--- src/verilog/ebct_map.svh ---
/*
 Register offsets, field positions, reset values and timing counts of the
 cascadable 8-bit timer pair. Assumes inclusion by bare name from a design
 file that also compiles ebct_pkg.
*/
`ifndef EBCT_MAP_SVH
`define EBCT_MAP_SVH

// Register offsets (byte addresses, 8-bit registers)
`define EBCT_TCR0_OFS 8'h00
`define EBCT_TCR1_OFS 8'h01
`define EBCT_CSR0_OFS 8'h02
`define EBCT_CSR1_OFS 8'h03
`define EBCT_MCA0_OFS 8'h04
`define EBCT_MCA1_OFS 8'h05
`define EBCT_MCB0_OFS 8'h06
`define EBCT_MCB1_OFS 8'h07
`define EBCT_CNT0_OFS 8'h08
`define EBCT_CNT1_OFS 8'h09

// Timer control register fields
`define EBCT_CTL_CKS_LSB 0
`define EBCT_CTL_CCLR_LSB 3
`define EBCT_CTL_OVIE_BIT 5
`define EBCT_CTL_CMIEA_BIT 6
`define EBCT_CTL_CMIEB_BIT 7

// Control/status register fields
`define EBCT_CSR_OSA_LSB 0
`define EBCT_CSR_OSB_LSB 2
`define EBCT_CSR_RSV_BIT 4
`define EBCT_CSR_OFL_BIT 5
`define EBCT_CSR_MFA_BIT 6
`define EBCT_CSR_MFB_BIT 7

// Field codes
`define EBCT_CKS_STOP 3'h0
`define EBCT_CKS_CASCADE 3'h4
`define EBCT_CKS_EXT_RISE 3'h5
`define EBCT_CKS_EXT_FALL 3'h6
`define EBCT_CKS_EXT_BOTH 3'h7
`define EBCT_CCLR_NONE 2'h0
`define EBCT_CCLR_MATCH_A 2'h1
`define EBCT_CCLR_MATCH_B 2'h2
`define EBCT_CCLR_EXT 2'h3

// Reset values and count maximum
`define EBCT_CTL_RST 8'h00
`define EBCT_MC_RST 8'hFF
`define EBCT_CNT_RST 8'h00
`define EBCT_CNT_MAX 8'hFF

// Internal prescaler masks: dividers minus one, in peripheral clocks
`define EBCT_DIV_CODE1 8'h07
`define EBCT_DIV_CODE2 8'h1F
`define EBCT_DIV_CODE3 8'hFF

`endif

--- src/verilog/ebct_pkg.sv ---
/*
 Types of the cascadable 8-bit timer pair. Assumes nothing of its
 surroundings.
*/
package ebct_pkg;

    // Per-channel control settings
    typedef struct packed {
        logic cmie_b;
        logic cmie_a;
        logic ovie;
        logic [1:0] clear_sel;
        logic [2:0] clock_sel;
    } ebct_ctl_type;

    // Per-channel request outputs
    typedef struct packed {
        logic match_a_irq;
        logic match_b_irq;
        logic overflow_irq;
        logic combined_match_irq;
    } ebct_irq_type;

    // Cascade mode of the pair
    typedef enum logic [2:0] {
        EBCT_MODE_SPLIT = 3'b001,
        EBCT_MODE_WIDE = 3'b010,
        EBCT_MODE_MATCH_COUNT = 3'b100
    } ebct_mode_type;

endpackage : ebct_pkg

--- src/verilog/ebct_timer.sv ---
/*
 One unit of the cascadable 8-bit timer: two up-counting channels with
 compare match A/B, overflow, external clock and reset pins, 16-bit and
 match-count cascade, request outputs and A/D trigger.
 Assumes pins synchronous to clk_in and a master following the plain
 register port (read data one cycle after the read strobe).
*/
// The placing of the registers and the strobed register port were left to the implementer.
// Summary of operation
// - Match sets its A or B flag
// - Match takes effect at next count clock
// - Match updates output pin per select field
// - Clear field selects clear on match A/B
// - External reset clears on pin level
// - External reset clear only in units 0,1
// - Overflow flag on wrap from max to zero
// - Cascade code in one channel only cascades pair
// - Channel 0 cascade code forms 16-bit counter
// - Wide mode flags: full and low-byte match
// - Wide match clear clears both bytes
// - Wide mode ignores channel 1 clear field
// - Wide mode pins follow wide/low matches
// - Channel 1 cascade counts channel 0 match A
// - Units 0,1: separate gated match/overflow requests
// - Units 0,1: match requests start transfer controller
// - Units 2,3: one combined match request
// - Units 0,1: channel 0 match A with enable triggers A/D
// - Output select: keep, low, high, toggle
// - Clear field 01 clears on match A
// - Output low from reset, off while selects zero
// - Flags clear by read-1 then write-0
`timescale 1ns/1ps
`include "ebct_map.svh"

module ebct_timer #(
    parameter bit HAS_EXT_RESET = 1'b1
) (
    // Clock and reset
    input wire logic clk_in,
    input wire logic arst_n_in,
    // Register port
    input wire logic [7:0] addr_in,
    input wire logic [7:0] wdata_in,
    input wire logic wr_in,
    input wire logic rd_in,
    output logic [7:0] rdata_out,
    // Pins, one bit per channel
    input wire logic [1:0] ext_clock_pin_in,
    input wire logic [1:0] ext_counter_reset_pin_in,
    output logic [1:0] timer_output_pin_out,
    output logic [1:0] timer_output_oe_n_out,
    // Requests to interrupt controller, transfer controller and A/D
    output ebct_pkg::ebct_irq_type [1:0] irq_out,
    output logic [1:0] dtc_req_a_out,
    output logic [1:0] dtc_req_b_out,
    output logic adc_start_out
);

    ebct_pkg::ebct_ctl_type [1:0] timer_control_reg;
    logic [1:0] match_a_flag;
    logic [1:0] match_b_flag;
    logic [1:0] overflow_flag;
    logic [1:0][3:0] out_sel;
    logic adc_trigger_enable;
    logic [1:0][7:0] match_constant_a;
    logic [1:0][7:0] match_constant_b;
    logic [1:0][7:0] count_value;
    logic [1:0] ext_clk_q;
    logic [1:0] ext_rst_q;
    logic [1:0] flag_a_seen;
    logic [1:0] flag_b_seen;
    logic [1:0] flag_o_seen;
    logic [7:0] prescale;
    logic [1:0] match_a_q;
    ebct_pkg::ebct_mode_type mode;

    // Mode decode: the cascade code in exactly one channel ties the pair
    wire logic wide_sel = timer_control_reg[0].clock_sel == `EBCT_CKS_CASCADE;
    wire logic mcnt_sel = timer_control_reg[1].clock_sel == `EBCT_CKS_CASCADE;
    wire logic wide_mode = wide_sel && !mcnt_sel;
    wire logic mcnt_mode = mcnt_sel && !wide_sel;

    // Match terms; wide match for channel 0 needs both bytes equal
    wire logic [1:0] eq_a;
    wire logic [1:0] eq_b;
    assign eq_a[1] = count_value[1] == match_constant_a[1];
    assign eq_b[1] = count_value[1] == match_constant_b[1];
    assign eq_a[0] = (count_value[0] == match_constant_a[0]) && (!wide_mode || eq_a[1]);
    assign eq_b[0] = (count_value[0] == match_constant_b[0]) && (!wide_mode || eq_b[1]);

    // Register decode
    wire logic [1:0] wr_ctl;
    wire logic [1:0] wr_csr;
    wire logic [1:0] wr_mca;
    wire logic [1:0] wr_mcb;
    wire logic [1:0] wr_cnt;
    wire logic [1:0] rd_csr;
    assign wr_ctl = {wr_in && addr_in == `EBCT_TCR1_OFS, wr_in && addr_in == `EBCT_TCR0_OFS};
    assign wr_csr = {wr_in && addr_in == `EBCT_CSR1_OFS, wr_in && addr_in == `EBCT_CSR0_OFS};
    assign wr_mca = {wr_in && addr_in == `EBCT_MCA1_OFS, wr_in && addr_in == `EBCT_MCA0_OFS};
    assign wr_mcb = {wr_in && addr_in == `EBCT_MCB1_OFS, wr_in && addr_in == `EBCT_MCB0_OFS};
    assign wr_cnt = {wr_in && addr_in == `EBCT_CNT1_OFS, wr_in && addr_in == `EBCT_CNT0_OFS};
    assign rd_csr = {rd_in && addr_in == `EBCT_CSR1_OFS, rd_in && addr_in == `EBCT_CSR0_OFS};

    // Per-channel clock, match, clear and next-state logic
    logic [1:0] tick;
    logic [1:0] hit_a;
    logic [1:0] hit_b;
    logic [1:0] clr;
    logic [1:0] wrap;
    logic [1:0][7:0] next_count;
    logic [1:0] next_out;
    logic [1:0][7:0] csr_view;
    logic [1:0] int_tick;
    genvar ch;
    generate
        for (ch = 0; ch < 2; ch = ch + 1) begin : g_ch
            wire logic [2:0] cks = timer_control_reg[ch].clock_sel;
            wire logic [1:0] ccl = timer_control_reg[ch].clear_sel;
            wire logic ext_rise = ext_clock_pin_in[ch] && !ext_clk_q[ch];
            wire logic ext_fall = !ext_clock_pin_in[ch] && ext_clk_q[ch];
            wire logic rst_rise = ext_counter_reset_pin_in[ch] && !ext_rst_q[ch];
            // Internal sources from one shared prescaler
            assign int_tick[ch] = (cks == 3'h1 && (prescale & `EBCT_DIV_CODE1) == 8'h00)
                || (cks == 3'h2 && (prescale & `EBCT_DIV_CODE2) == 8'h00)
                || (cks == 3'h3 && prescale == `EBCT_DIV_CODE3);
            // Raw count clock; the pin is sampled as-is so narrow pulses may be missed
            wire logic own_tick = int_tick[ch]
                || (cks == `EBCT_CKS_EXT_RISE && ext_rise)
                || (cks == `EBCT_CKS_EXT_FALL && ext_fall)
                || (cks == `EBCT_CKS_EXT_BOTH && (ext_rise || ext_fall));
            if (ch == 1) begin : g_lo
                // Low byte counts by own clock in wide mode, match A in match-count mode
                assign tick[1] = mcnt_mode ? match_a_q[0] : (own_tick && cks != `EBCT_CKS_CASCADE);
            end else begin : g_hi
                assign tick[0] = wide_mode ? (tick[1] && count_value[1] == `EBCT_CNT_MAX)
                    : (own_tick && cks != `EBCT_CKS_CASCADE);
            end
            // Match fires on the count clock that ends the equal state
            assign hit_a[ch] = eq_a[ch] && (wide_mode && ch == 0 ? tick[1] : tick[ch]);
            assign hit_b[ch] = eq_b[ch] && (wide_mode && ch == 0 ? tick[1] : tick[ch]);
            // Clear sources; channel 1's field is dead in wide mode
            wire logic ext_clr = HAS_EXT_RESET && ccl == `EBCT_CCLR_EXT
                && ext_counter_reset_pin_in[ch];
            wire logic own_clr = (ccl == `EBCT_CCLR_MATCH_A && hit_a[ch])
                || (ccl == `EBCT_CCLR_MATCH_B && hit_b[ch]) || ext_clr;
            wire logic wide_clr = (timer_control_reg[0].clear_sel == `EBCT_CCLR_MATCH_A && hit_a[0])
                || (timer_control_reg[0].clear_sel == `EBCT_CCLR_MATCH_B && hit_b[0])
                || (HAS_EXT_RESET && timer_control_reg[0].clear_sel == `EBCT_CCLR_EXT
                && ext_counter_reset_pin_in[0]);
            assign clr[ch] = wide_mode ? wide_clr : own_clr;
            assign wrap[ch] = tick[ch] && !clr[ch] && count_value[ch] == `EBCT_CNT_MAX;
            // Clear beats write, write beats increment
            always_comb begin
                if (clr[ch]) begin
                    next_count[ch] = `EBCT_CNT_RST;
                end else if (wr_cnt[ch]) begin
                    next_count[ch] = wdata_in;
                end else if (tick[ch]) begin
                    next_count[ch] = count_value[ch] + 8'h01;
                end else begin
                    next_count[ch] = count_value[ch];
                end
            end
            // Output priority: toggle, high, low, keep
            wire logic [1:0] osa = out_sel[ch][1:0];
            wire logic [1:0] osb = out_sel[ch][3:2];
            wire logic [1:0] sa = hit_a[ch] ? osa : 2'h0;
            wire logic [1:0] sb = hit_b[ch] ? osb : 2'h0;
            always_comb begin
                if (sa == 2'h3 || sb == 2'h3) begin
                    next_out[ch] = !timer_output_pin_out[ch];
                end else if (sa == 2'h2 || sb == 2'h2) begin
                    next_out[ch] = 1'b1;
                end else if (sa == 2'h1 || sb == 2'h1) begin
                    next_out[ch] = 1'b0;
                end else begin
                    next_out[ch] = timer_output_pin_out[ch];
                end
            end
            assign csr_view[ch] = {match_b_flag[ch], match_a_flag[ch], overflow_flag[ch],
                1'b1, out_sel[ch]};

            // Flags: set wins over a software clear in the same cycle
            always_ff @(posedge clk_in or negedge arst_n_in) begin
                if (!arst_n_in) begin
                    match_a_flag[ch] <= 1'b0;
                    match_b_flag[ch] <= 1'b0;
                    overflow_flag[ch] <= 1'b0;
                end else begin
                    match_a_flag[ch] <= hit_a[ch] || (match_a_flag[ch] && !(wr_csr[ch]
                        && !wdata_in[`EBCT_CSR_MFA_BIT] && flag_a_seen[ch]));
                    match_b_flag[ch] <= hit_b[ch] || (match_b_flag[ch] && !(wr_csr[ch]
                        && !wdata_in[`EBCT_CSR_MFB_BIT] && flag_b_seen[ch]));
                    overflow_flag[ch] <= wrap[ch] || (overflow_flag[ch] && !(wr_csr[ch]
                        && !wdata_in[`EBCT_CSR_OFL_BIT] && flag_o_seen[ch]));
                end
            end

            // Remember that a flag was read as 1 before the clearing write
            always_ff @(posedge clk_in or negedge arst_n_in) begin
                if (!arst_n_in) begin
                    flag_a_seen[ch] <= 1'b0;
                    flag_b_seen[ch] <= 1'b0;
                    flag_o_seen[ch] <= 1'b0;
                end else if (rd_csr[ch]) begin
                    flag_a_seen[ch] <= match_a_flag[ch];
                    flag_b_seen[ch] <= match_b_flag[ch];
                    flag_o_seen[ch] <= overflow_flag[ch];
                end else if (wr_csr[ch]) begin
                    flag_a_seen[ch] <= 1'b0;
                    flag_b_seen[ch] <= 1'b0;
                    flag_o_seen[ch] <= 1'b0;
                end
            end

            // Configuration, constants, counter and pin
            always_ff @(posedge clk_in or negedge arst_n_in) begin
                if (!arst_n_in) begin
                    timer_control_reg[ch] <= `EBCT_CTL_RST;
                    out_sel[ch] <= 4'h0;
                    match_constant_a[ch] <= `EBCT_MC_RST;
                    match_constant_b[ch] <= `EBCT_MC_RST;
                    count_value[ch] <= `EBCT_CNT_RST;
                    timer_output_pin_out[ch] <= 1'b0;
                    timer_output_oe_n_out[ch] <= 1'b1;
                    ext_clk_q[ch] <= 1'b0;
                    ext_rst_q[ch] <= 1'b0;
                    match_a_q[ch] <= 1'b0;
                end else begin
                    if (wr_ctl[ch]) begin
                        timer_control_reg[ch] <= wdata_in;
                    end
                    if (wr_csr[ch]) begin
                        out_sel[ch] <= wdata_in[3:0];
                    end
                    if (wr_mca[ch]) begin
                        match_constant_a[ch] <= wdata_in;
                    end
                    if (wr_mcb[ch]) begin
                        match_constant_b[ch] <= wdata_in;
                    end
                    count_value[ch] <= next_count[ch];
                    timer_output_pin_out[ch] <= next_out[ch];
                    timer_output_oe_n_out[ch] <= out_sel[ch] == 4'h0;
                    ext_clk_q[ch] <= ext_clock_pin_in[ch];
                    ext_rst_q[ch] <= ext_counter_reset_pin_in[ch];
                    match_a_q[ch] <= hit_a[ch];
                end
            end

            // Requests: separate lines in units 0,1, one merged line otherwise
            always_ff @(posedge clk_in or negedge arst_n_in) begin
                if (!arst_n_in) begin
                    irq_out[ch] <= 4'h0;
                    dtc_req_a_out[ch] <= 1'b0;
                    dtc_req_b_out[ch] <= 1'b0;
                end else begin
                    irq_out[ch].match_a_irq <= HAS_EXT_RESET && next_a_lvl(ch);
                    irq_out[ch].match_b_irq <= HAS_EXT_RESET && next_b_lvl(ch);
                    irq_out[ch].overflow_irq <= HAS_EXT_RESET
                        && timer_control_reg[ch].ovie && (overflow_flag[ch] || wrap[ch]);
                    irq_out[ch].combined_match_irq <= !HAS_EXT_RESET
                        && (next_a_lvl(ch) || next_b_lvl(ch));
                    dtc_req_a_out[ch] <= HAS_EXT_RESET && next_a_lvl(ch);
                    dtc_req_b_out[ch] <= HAS_EXT_RESET && next_b_lvl(ch);
                end
            end
        end
    endgenerate

    // Enabled match request levels follow the flag, including its setting edge
    function automatic logic next_a_lvl(input int idx);
        next_a_lvl = timer_control_reg[idx].cmie_a && (match_a_flag[idx] || hit_a[idx]);
    endfunction : next_a_lvl

    function automatic logic next_b_lvl(input int idx);
        next_b_lvl = timer_control_reg[idx].cmie_b && (match_b_flag[idx] || hit_b[idx]);
    endfunction : next_b_lvl

    // Read mux: unmapped offsets read as zero
    wire logic [7:0] rd_mux =
        addr_in == `EBCT_TCR0_OFS ? timer_control_reg[0] :
        addr_in == `EBCT_TCR1_OFS ? timer_control_reg[1] :
        addr_in == `EBCT_CSR0_OFS ? csr_view[0] :
        addr_in == `EBCT_CSR1_OFS ? csr_view[1] :
        addr_in == `EBCT_MCA0_OFS ? match_constant_a[0] :
        addr_in == `EBCT_MCA1_OFS ? match_constant_a[1] :
        addr_in == `EBCT_MCB0_OFS ? match_constant_b[0] :
        addr_in == `EBCT_MCB1_OFS ? match_constant_b[1] :
        addr_in == `EBCT_CNT0_OFS ? count_value[0] :
        addr_in == `EBCT_CNT1_OFS ? count_value[1] : 8'h00;
    wire ebct_pkg::ebct_mode_type next_mode = wide_mode ? ebct_pkg::EBCT_MODE_WIDE :
        mcnt_mode ? ebct_pkg::EBCT_MODE_MATCH_COUNT : ebct_pkg::EBCT_MODE_SPLIT;

    // Shared prescaler, read data, A/D trigger and mode state
    always_ff @(posedge clk_in or negedge arst_n_in) begin
        if (!arst_n_in) begin
            prescale <= 8'h00;
            rdata_out <= 8'h00;
            adc_trigger_enable <= 1'b0;
            adc_start_out <= 1'b0;
            mode <= ebct_pkg::EBCT_MODE_SPLIT;
        end else begin
            prescale <= prescale + 8'h01;
            rdata_out <= rd_in ? rd_mux : 8'h00;
            if (wr_csr[0]) begin
                adc_trigger_enable <= wdata_in[`EBCT_CSR_RSV_BIT];
            end
            adc_start_out <= HAS_EXT_RESET && adc_trigger_enable && hit_a[0];
            mode <= next_mode;
        end
    end

endmodule : ebct_timer
--- config.mk ---
export PLATFORM = sky130hd
export DESIGN_NAME = ebct_timer
export DESIGN_NICKNAME = d
export VERILOG_FILES = /design/src/verilog/ebct_pkg.sv /design/src/verilog/ebct_timer.sv
export VERILOG_INCLUDE_DIRS = /design/src /design/src/verilog
export SDC_FILE = /design/constraint.sdc
export NUM_CORES = 1
export LEC_CHECK = 0
export BUFFER_PORTS_ARGS = -buffer_cell sky130_fd_sc_hd__buf_4
export CAP_MARGIN = 20
export CORE_MARGIN = 3
export CORE_UTILIZATION = 54
export CTS_CLUSTER_SIZE = 8
export DETAILED_ROUTE_END_ITERATION = 8
export PLACE_DENSITY = 0.76
export SETUP_SLACK_MARGIN = 0.1
export SLEW_MARGIN = 20
export SYNTH_ARGS = -nofsm -noshare
export SYNTH_HDL_FRONTEND = slang
export SYNTH_SLANG_ARGS = --single-unit
--- constraint.sdc ---
create_clock -name clk_in -period 2.52 [get_ports clk_in]
set_clock_uncertainty 0.05 [all_clocks]
set_input_delay 0.126 -clock clk_in [delete_from_list [all_inputs] [get_ports clk_in]]
set_output_delay 0.126 -clock clk_in [all_outputs]
set_load 0.02 [all_outputs]
==> metrics, run 1 <==
CP top delay family simple AND/OR/NAND/NOR gates; DR pass1 iterations 9; Slew headroom 56.07%; pwr dens 665.7 nW/um^2; later-pin clock latency in the skew report 420 ps; Crit. path cell count 9; final wirelength 18950 um; crit path DAT 2970 ps; Top Registers count_value (16), match_constant_a (16), match_constant_b (16); CP required 2760 ps; number of synthesized flops with an enable pin 0; Inserted Clock Buffers 17; global route overflow 0; Antenna Violating Nets Remaining 0; Hold Vio Cnt, Final 0; crit-path cells or3b_1 -> or2_4 -> or4_4 -> buf_6 -> o21ai_4 -> buf_12 -> nand4_1 -> xnor2_1 -> o211a_1; Synth top area share 32.84%; share of post-route cells with drive strength above 1 40.24%; slew at the pin with the worst max-slew slack 658.9 ps; clk buf depth 2; most frequent cells in the layout 96 x buf_4, 81 x dfrtp_1, 63 x mux2_2; Worst Reg2Reg Path Length in Cells 9; Post-Syn Area 6172 um^2; WL met2 8876 um; via/cell ratio 6.654; status complete, but fails checks; cell taking the most area after synthesis dfrtp_1; clk sink count 115; fin. max-slew vios 0; setup ws final -205.0 ps; fmax 367.0 MHz; synthesis-stage register bit count 115; ys async rst share 100.0%; RSZ-0062 raised after global routing yes; DIE AREA 12750 um^2; top sig layer met4; fill cell count 733; Peak VDD IR 0.5074 mV; sequential area share after synthesis 47.31%; Yosys warning total 0; worst-path fanout max 8; HPWL after DPL 12220 um; sequential standard cell area 2920 um^2; WHS Path Cells 3; Worst Path Buf+Inv 2; Die Y 112.9 um; Worst setup SP type flop; leading cell type in the layout, fill and taps excluded buf_4; # IOs 49; die span in x 112.9 um; vias 5330; Leakage 3.467 nW; largest net degree at the start of global routing 49; Core Area 10980 um^2; area grow syn2layout 26.58%; initial antenna violation count 0; Synth cell types 68; root buf cell clkbuf_16; CTS tree built; Setup CP Type flop to flop; area of the multi-input gates 3181 um^2; top cells by area, synth dfrtp_1 33%, dfstp_2 14%, mux2_2 11%; Primary FF master, synth dfrtp_1; post-layout min period 2725 ps; Overall Global Routing Usage 29.68%; initial core utilization 56.20%; Placed Instances 755; slowest stage delay, CP 580 ps; met3 wire len 1837 um; Tightest Hold Check Type input port to flop; row count 38; total of max-cap violations 0; total power 5.201 mW; gpl congestion 0.9629; failing checks negative setup slack; Routed WL per cell 23.65 um; Final Non-Filler Cells 801; Reg clk slew, reported paths 60 ps; Worst setup EP type flop; vias in the first global route 5331; Mapped Cells 556; final period utilization 108.1%; slowest CP cell or4_4; met1 wire length 7337 um; Final setup viols 21; Port Buffers 46; Layout Nets 680; Detailed Route Iter0 Violations 710; global-route wire length before repair 29190 um; syn avg cell area 11.10 um^2; DRC Markers 0; htree depth 4; n_diodes 0
final timing paths:
kind / to / startpoint / slack, ps
min: rdata_out[7]$_DFF_PN0_ / rd_in / 20
max: count_value[3]$_DFFE_PN0P_ / g_ch[0].cks[0]$_DFFE_PN0P_ / -210
min in group asynchronous: csr_view[10]$_DFFE_PN0P_ / arst_n_in / 180
max in group asynchronous: match_constant_b[1]$_DFFE_PN1P_ / arst_n_in / 1430
min reg2reg: prescale[0]$_DFF_PN0_ / prescale[0]$_DFF_PN0_ / 410
max reg2reg: count_value[3]$_DFFE_PN0P_ / g_ch[0].cks[0]$_DFFE_PN0P_ / -210
synthesized netlist by cell type (8+ instances only):
library cell,number
dfrtp_1,81
mux2_2,63
xnor2_1,45
dfstp_2,34
nand2_1,28
nor2_1,24
clkbuf_1,23
o21ai_0,16
inv_1,14
nand3_1,14
nand4_1,14
a211oi_1,10
nor3_1,10
a21o_1,9
a222oi_1,9
nand2b_1,9
a21oi_1,8
a221oi_1,8
a22o_1,8
and3_1,8
ha_1,8
power by group:
group / internal [mW] / switching [mW] / total [mW]
registers: 1.97 / 0.159 / 2.13
clock network: 1.59 / 0.855 / 2.45
logic: 0.285 / 0.336 / 0.621
cell type report:
cell class / count / share of cell area (%)
Clock buffer: 21 / 5.894
Clock inverter: 11 / 1.714
Inverter: 14 / 0.6726
Multi-Input combinational cell: 391 / 40.71
Sequential cell: 115 / 37.38
Tap cell: 140 / 2.242
Timing Repair Buffer: 109 / 11.39
metrics by stage:
step / setup WS [ps] / cell area [um^2] / TNS [ps] / util [%] / hold WS, ps
final: -205.0 / 7812 / -2837 / 71.13 / 22.14
after global routing: -276.7 / 7812 / -4609 / 71.13 / 28.33
after CTS: -155.1 / 7722 / -1279 / 70.31 / 7.279
after detailed placement: -297.8 / 6933 / -2788 / 63.12 / 77.11
after global placement: -196.7 / 6933 / -1609 / 63.12 / 64.05
after floorplan: -217.1 / 6186 / -1511 / - / -219.6
routing by layer:
layer / vias up / GRT usage (%)
li1: 2246 / -
met1: 2629 / 37.71
met2: 365 / 47.87
met3: 90 / 7.433
met4: 0 / 13.78
met5: - / 0
worst min-delay path, delay by kind of cell:
family / cells / cell delay, ps
buf+inv: 1 / 180
compound gates: 2 / 130
cells by family after synthesis:
family / synth area share [%]
DFF: 47.31
AOI/OAI and AO/OA: 14.96
and+or+nand+nor: 13.14
adders and majority gates: 1.622
buffers and inverters: 3.669
other: 0.06076
xor gates and xnor gates: 7.237
muxes: 12.00
timing repair:
item	4_1_cts	5_1_grt
buffers inserted	7	6
hold endpoints to repair	39	0
hold buffers	3	0
resized for setup	22	16
pin swaps	13	9
endpoints found under the setup margin	24	27
gates cloned	1	0
(Power assumes the default switching activity.)
==> run 2: changes to the inputs <==
- CORE_ASPECT_RATIO: not set -> 1.25
- CORE_UTILIZATION: 54 -> 55
- CTS_CLUSTER_SIZE: 8 -> not set
- PLACE_DENSITY: 0.76 -> 0.74
- clock period: 2.52 -> 2.9 ns (I/O delays scaled with it)
==> run 2 against run 1 <==
  * Maximum frequency down 2.8%
  * Global-route usage decreased by 1.1 points
  * Clock-buffer cell count increased by 5
  * Die area down 1.7%
  * Routed wire length decreased by 7.2%
  * Flip-flop and latch count is the same
  * Register-to-register slack improved by 300 ps
  * Worst hold slack lost 6.1 ps
  * The flow now finishes without violations
==> metrics, run 2 (synthesis gave the netlist of run 1 again) <==
status complete, no violations; total power 4.375 mW; initial antenna violation count 0; CTS tree built; Final setup viols 0; global route overflow 0; vias in the first global route 5048; row count 42; Reg clk slew, reported paths 50 ps; Leakage 3.319 nW; RSZ-0062 raised after global routing no; Overall Global Routing Usage 28.61%; share of post-route cells with drive strength above 1 35.80%; root buf cell clkbuf_16; slew at the pin with the worst max-slew slack 628.9 ps; fmax 356.6 MHz; Setup CP Type flop to flop; later-pin clock latency in the skew report 420 ps; n_diodes 0; via/cell ratio 6.556; Worst setup SP type flop; Tightest Hold Check Type input port to flop; crit path DAT 3050 ps; Worst setup EP type flop; DRC Markers 0; die span in x 100.8 um; post-route setup TNS 0 ps; final wirelength 17590 um; Area after DPL 6726 um^2; HPWL after DPL 12080 um; gpl congestion 0.9928; # IOs 49; CP required 3150 ps; clk buf depth 2; pwr dens 583.7 nW/um^2; Port Buffers 46; Die Y 124.4 um; htree depth 4; area grow syn2layout 21.43%; global-route wire length before repair 27380 um; Routed WL per cell 22.97 um; total of max-cap violations 0; leading cell type in the layout, fill and taps excluded dfrtp_1; worst-path fanout max 3; final cell area excluding filler cells 7495 um^2; largest net degree at the start of global routing 48; Inserted Clock Buffers 17; Peak VDD IR 0.3385 mV; fin. max-slew vios 0; Layout Nets 653; Core Area 10770 um^2; Top Registers count_value (16), match_constant_a (16), match_constant_b (16); Placed Instances 723; Antenna Violating Nets Remaining 0; Hold Vio Cnt, Final 0; clk sink count 115; final period utilization 96.69%; Slew headroom 56.99%; Detailed Route Iter0 Violations 602; vias 5022; most frequent cells in the layout 81 x dfrtp_1, 75 x buf_4, 63 x mux2_2; post-layout min period 2804 ps; fill cell count 774; DR pass1 iterations 6; DIE AREA 12540 um^2; WHS 16.08 ps; Final Non-Filler Cells 766; initial core utilization 57.29%
==> run 2: area by class of cell <==
| class | count | area (um^2) | area share, % |
|---|---|---|---|
| clock inverter | 6 | 36.28 | 0.4841 |
| tap | 132 | 165.2 | 2.204 |
| sequential | 115 | 2920 | 38.96 |
| multi-input combinational | 390 | 3092 | 41.25 |
| timing repair buffer | 83 | 674.4 | 8.998 |
| inverter | 14 | 52.55 | 0.7012 |
| clock buffer | 26 | 554.3 | 7.396 |
==> run 2: power by group <==
| group | internal (mW) | total [mW] | switching (mW) | leakage (nW) |
|---|---|---|---|---|
| Sequential | 1.72 | 1.86 | 0.140 | 1.43 |
| Clock | 1.31 | 2.03 | 0.718 | 0.287 |
| Combinational | 0.226 | 0.487 | 0.261 | 1.61 |
==> run 2: worst max-delay path, cell delays in order (launching register included) <==
cell and delay (ps):
dfrtp_1 400, inv_2 90, ha_4 140, nor4b_4 260, a21oi_2 120, or4_4 570
a221oi_4 360, buf_4 180, o311a_1 160, a211oi_1 60, a311o_1 290
==> run 2: timing repair <==
action / CTS / global route
endpoints found under the setup margin: 11 / 13
buffers inserted: 1 / 5
cloned: 0 / 2
endpoints found under the hold margin: 40 / 0
gates resized for setup: 1 / 12
hold buffers: 3 / 0
pin swaps: 2 / 7
==> run 2: worst paths after layout <==
check	from	endpoint	slack [ps]	cells after the start
setup reg to reg	prescale[0]$_DFF_PN0_	timer_output_pin_out[0]$_DFFE_PN0P_	100	10
hold / removal	rd_in	rdata_out[7]$_DFF_PN0_	20	3
setup / recovery	prescale[0]$_DFF_PN0_	timer_output_pin_out[0]$_DFFE_PN0P_	100	10
max in group asynchronous	arst_n_in	match_constant_b[9]$_DFFE_PN1P_	1760	3
hold reg to reg	csr_view[2]$_DFFE_PN0P_	timer_output_oe_n_out[0]$_DFF_PN1_	440	1
min in group asynchronous	arst_n_in	prescale[2]$_DFF_PN0_	220	2
==> run 2: per-stage QoR <==
stage	utilization (%)	setup slack [ps]
2_1_floorplan	-	136.7
3_3_place_gp	62.44	90.48
3_5_place_dp	62.44	17.33
4_1_cts	68.44	106.8
5_1_grt	69.57	41.47
6_report	69.57	96.02
==> run 2: layer usage <==
metal  wire length [um]  up-vias  GRT usage [%]
met5                  0        -              0
met1               6719     2526          35.04
met4                704        0          11.26
met3               1243       60          7.395
li1                   -     2199              -
met2               8924      237          47.58
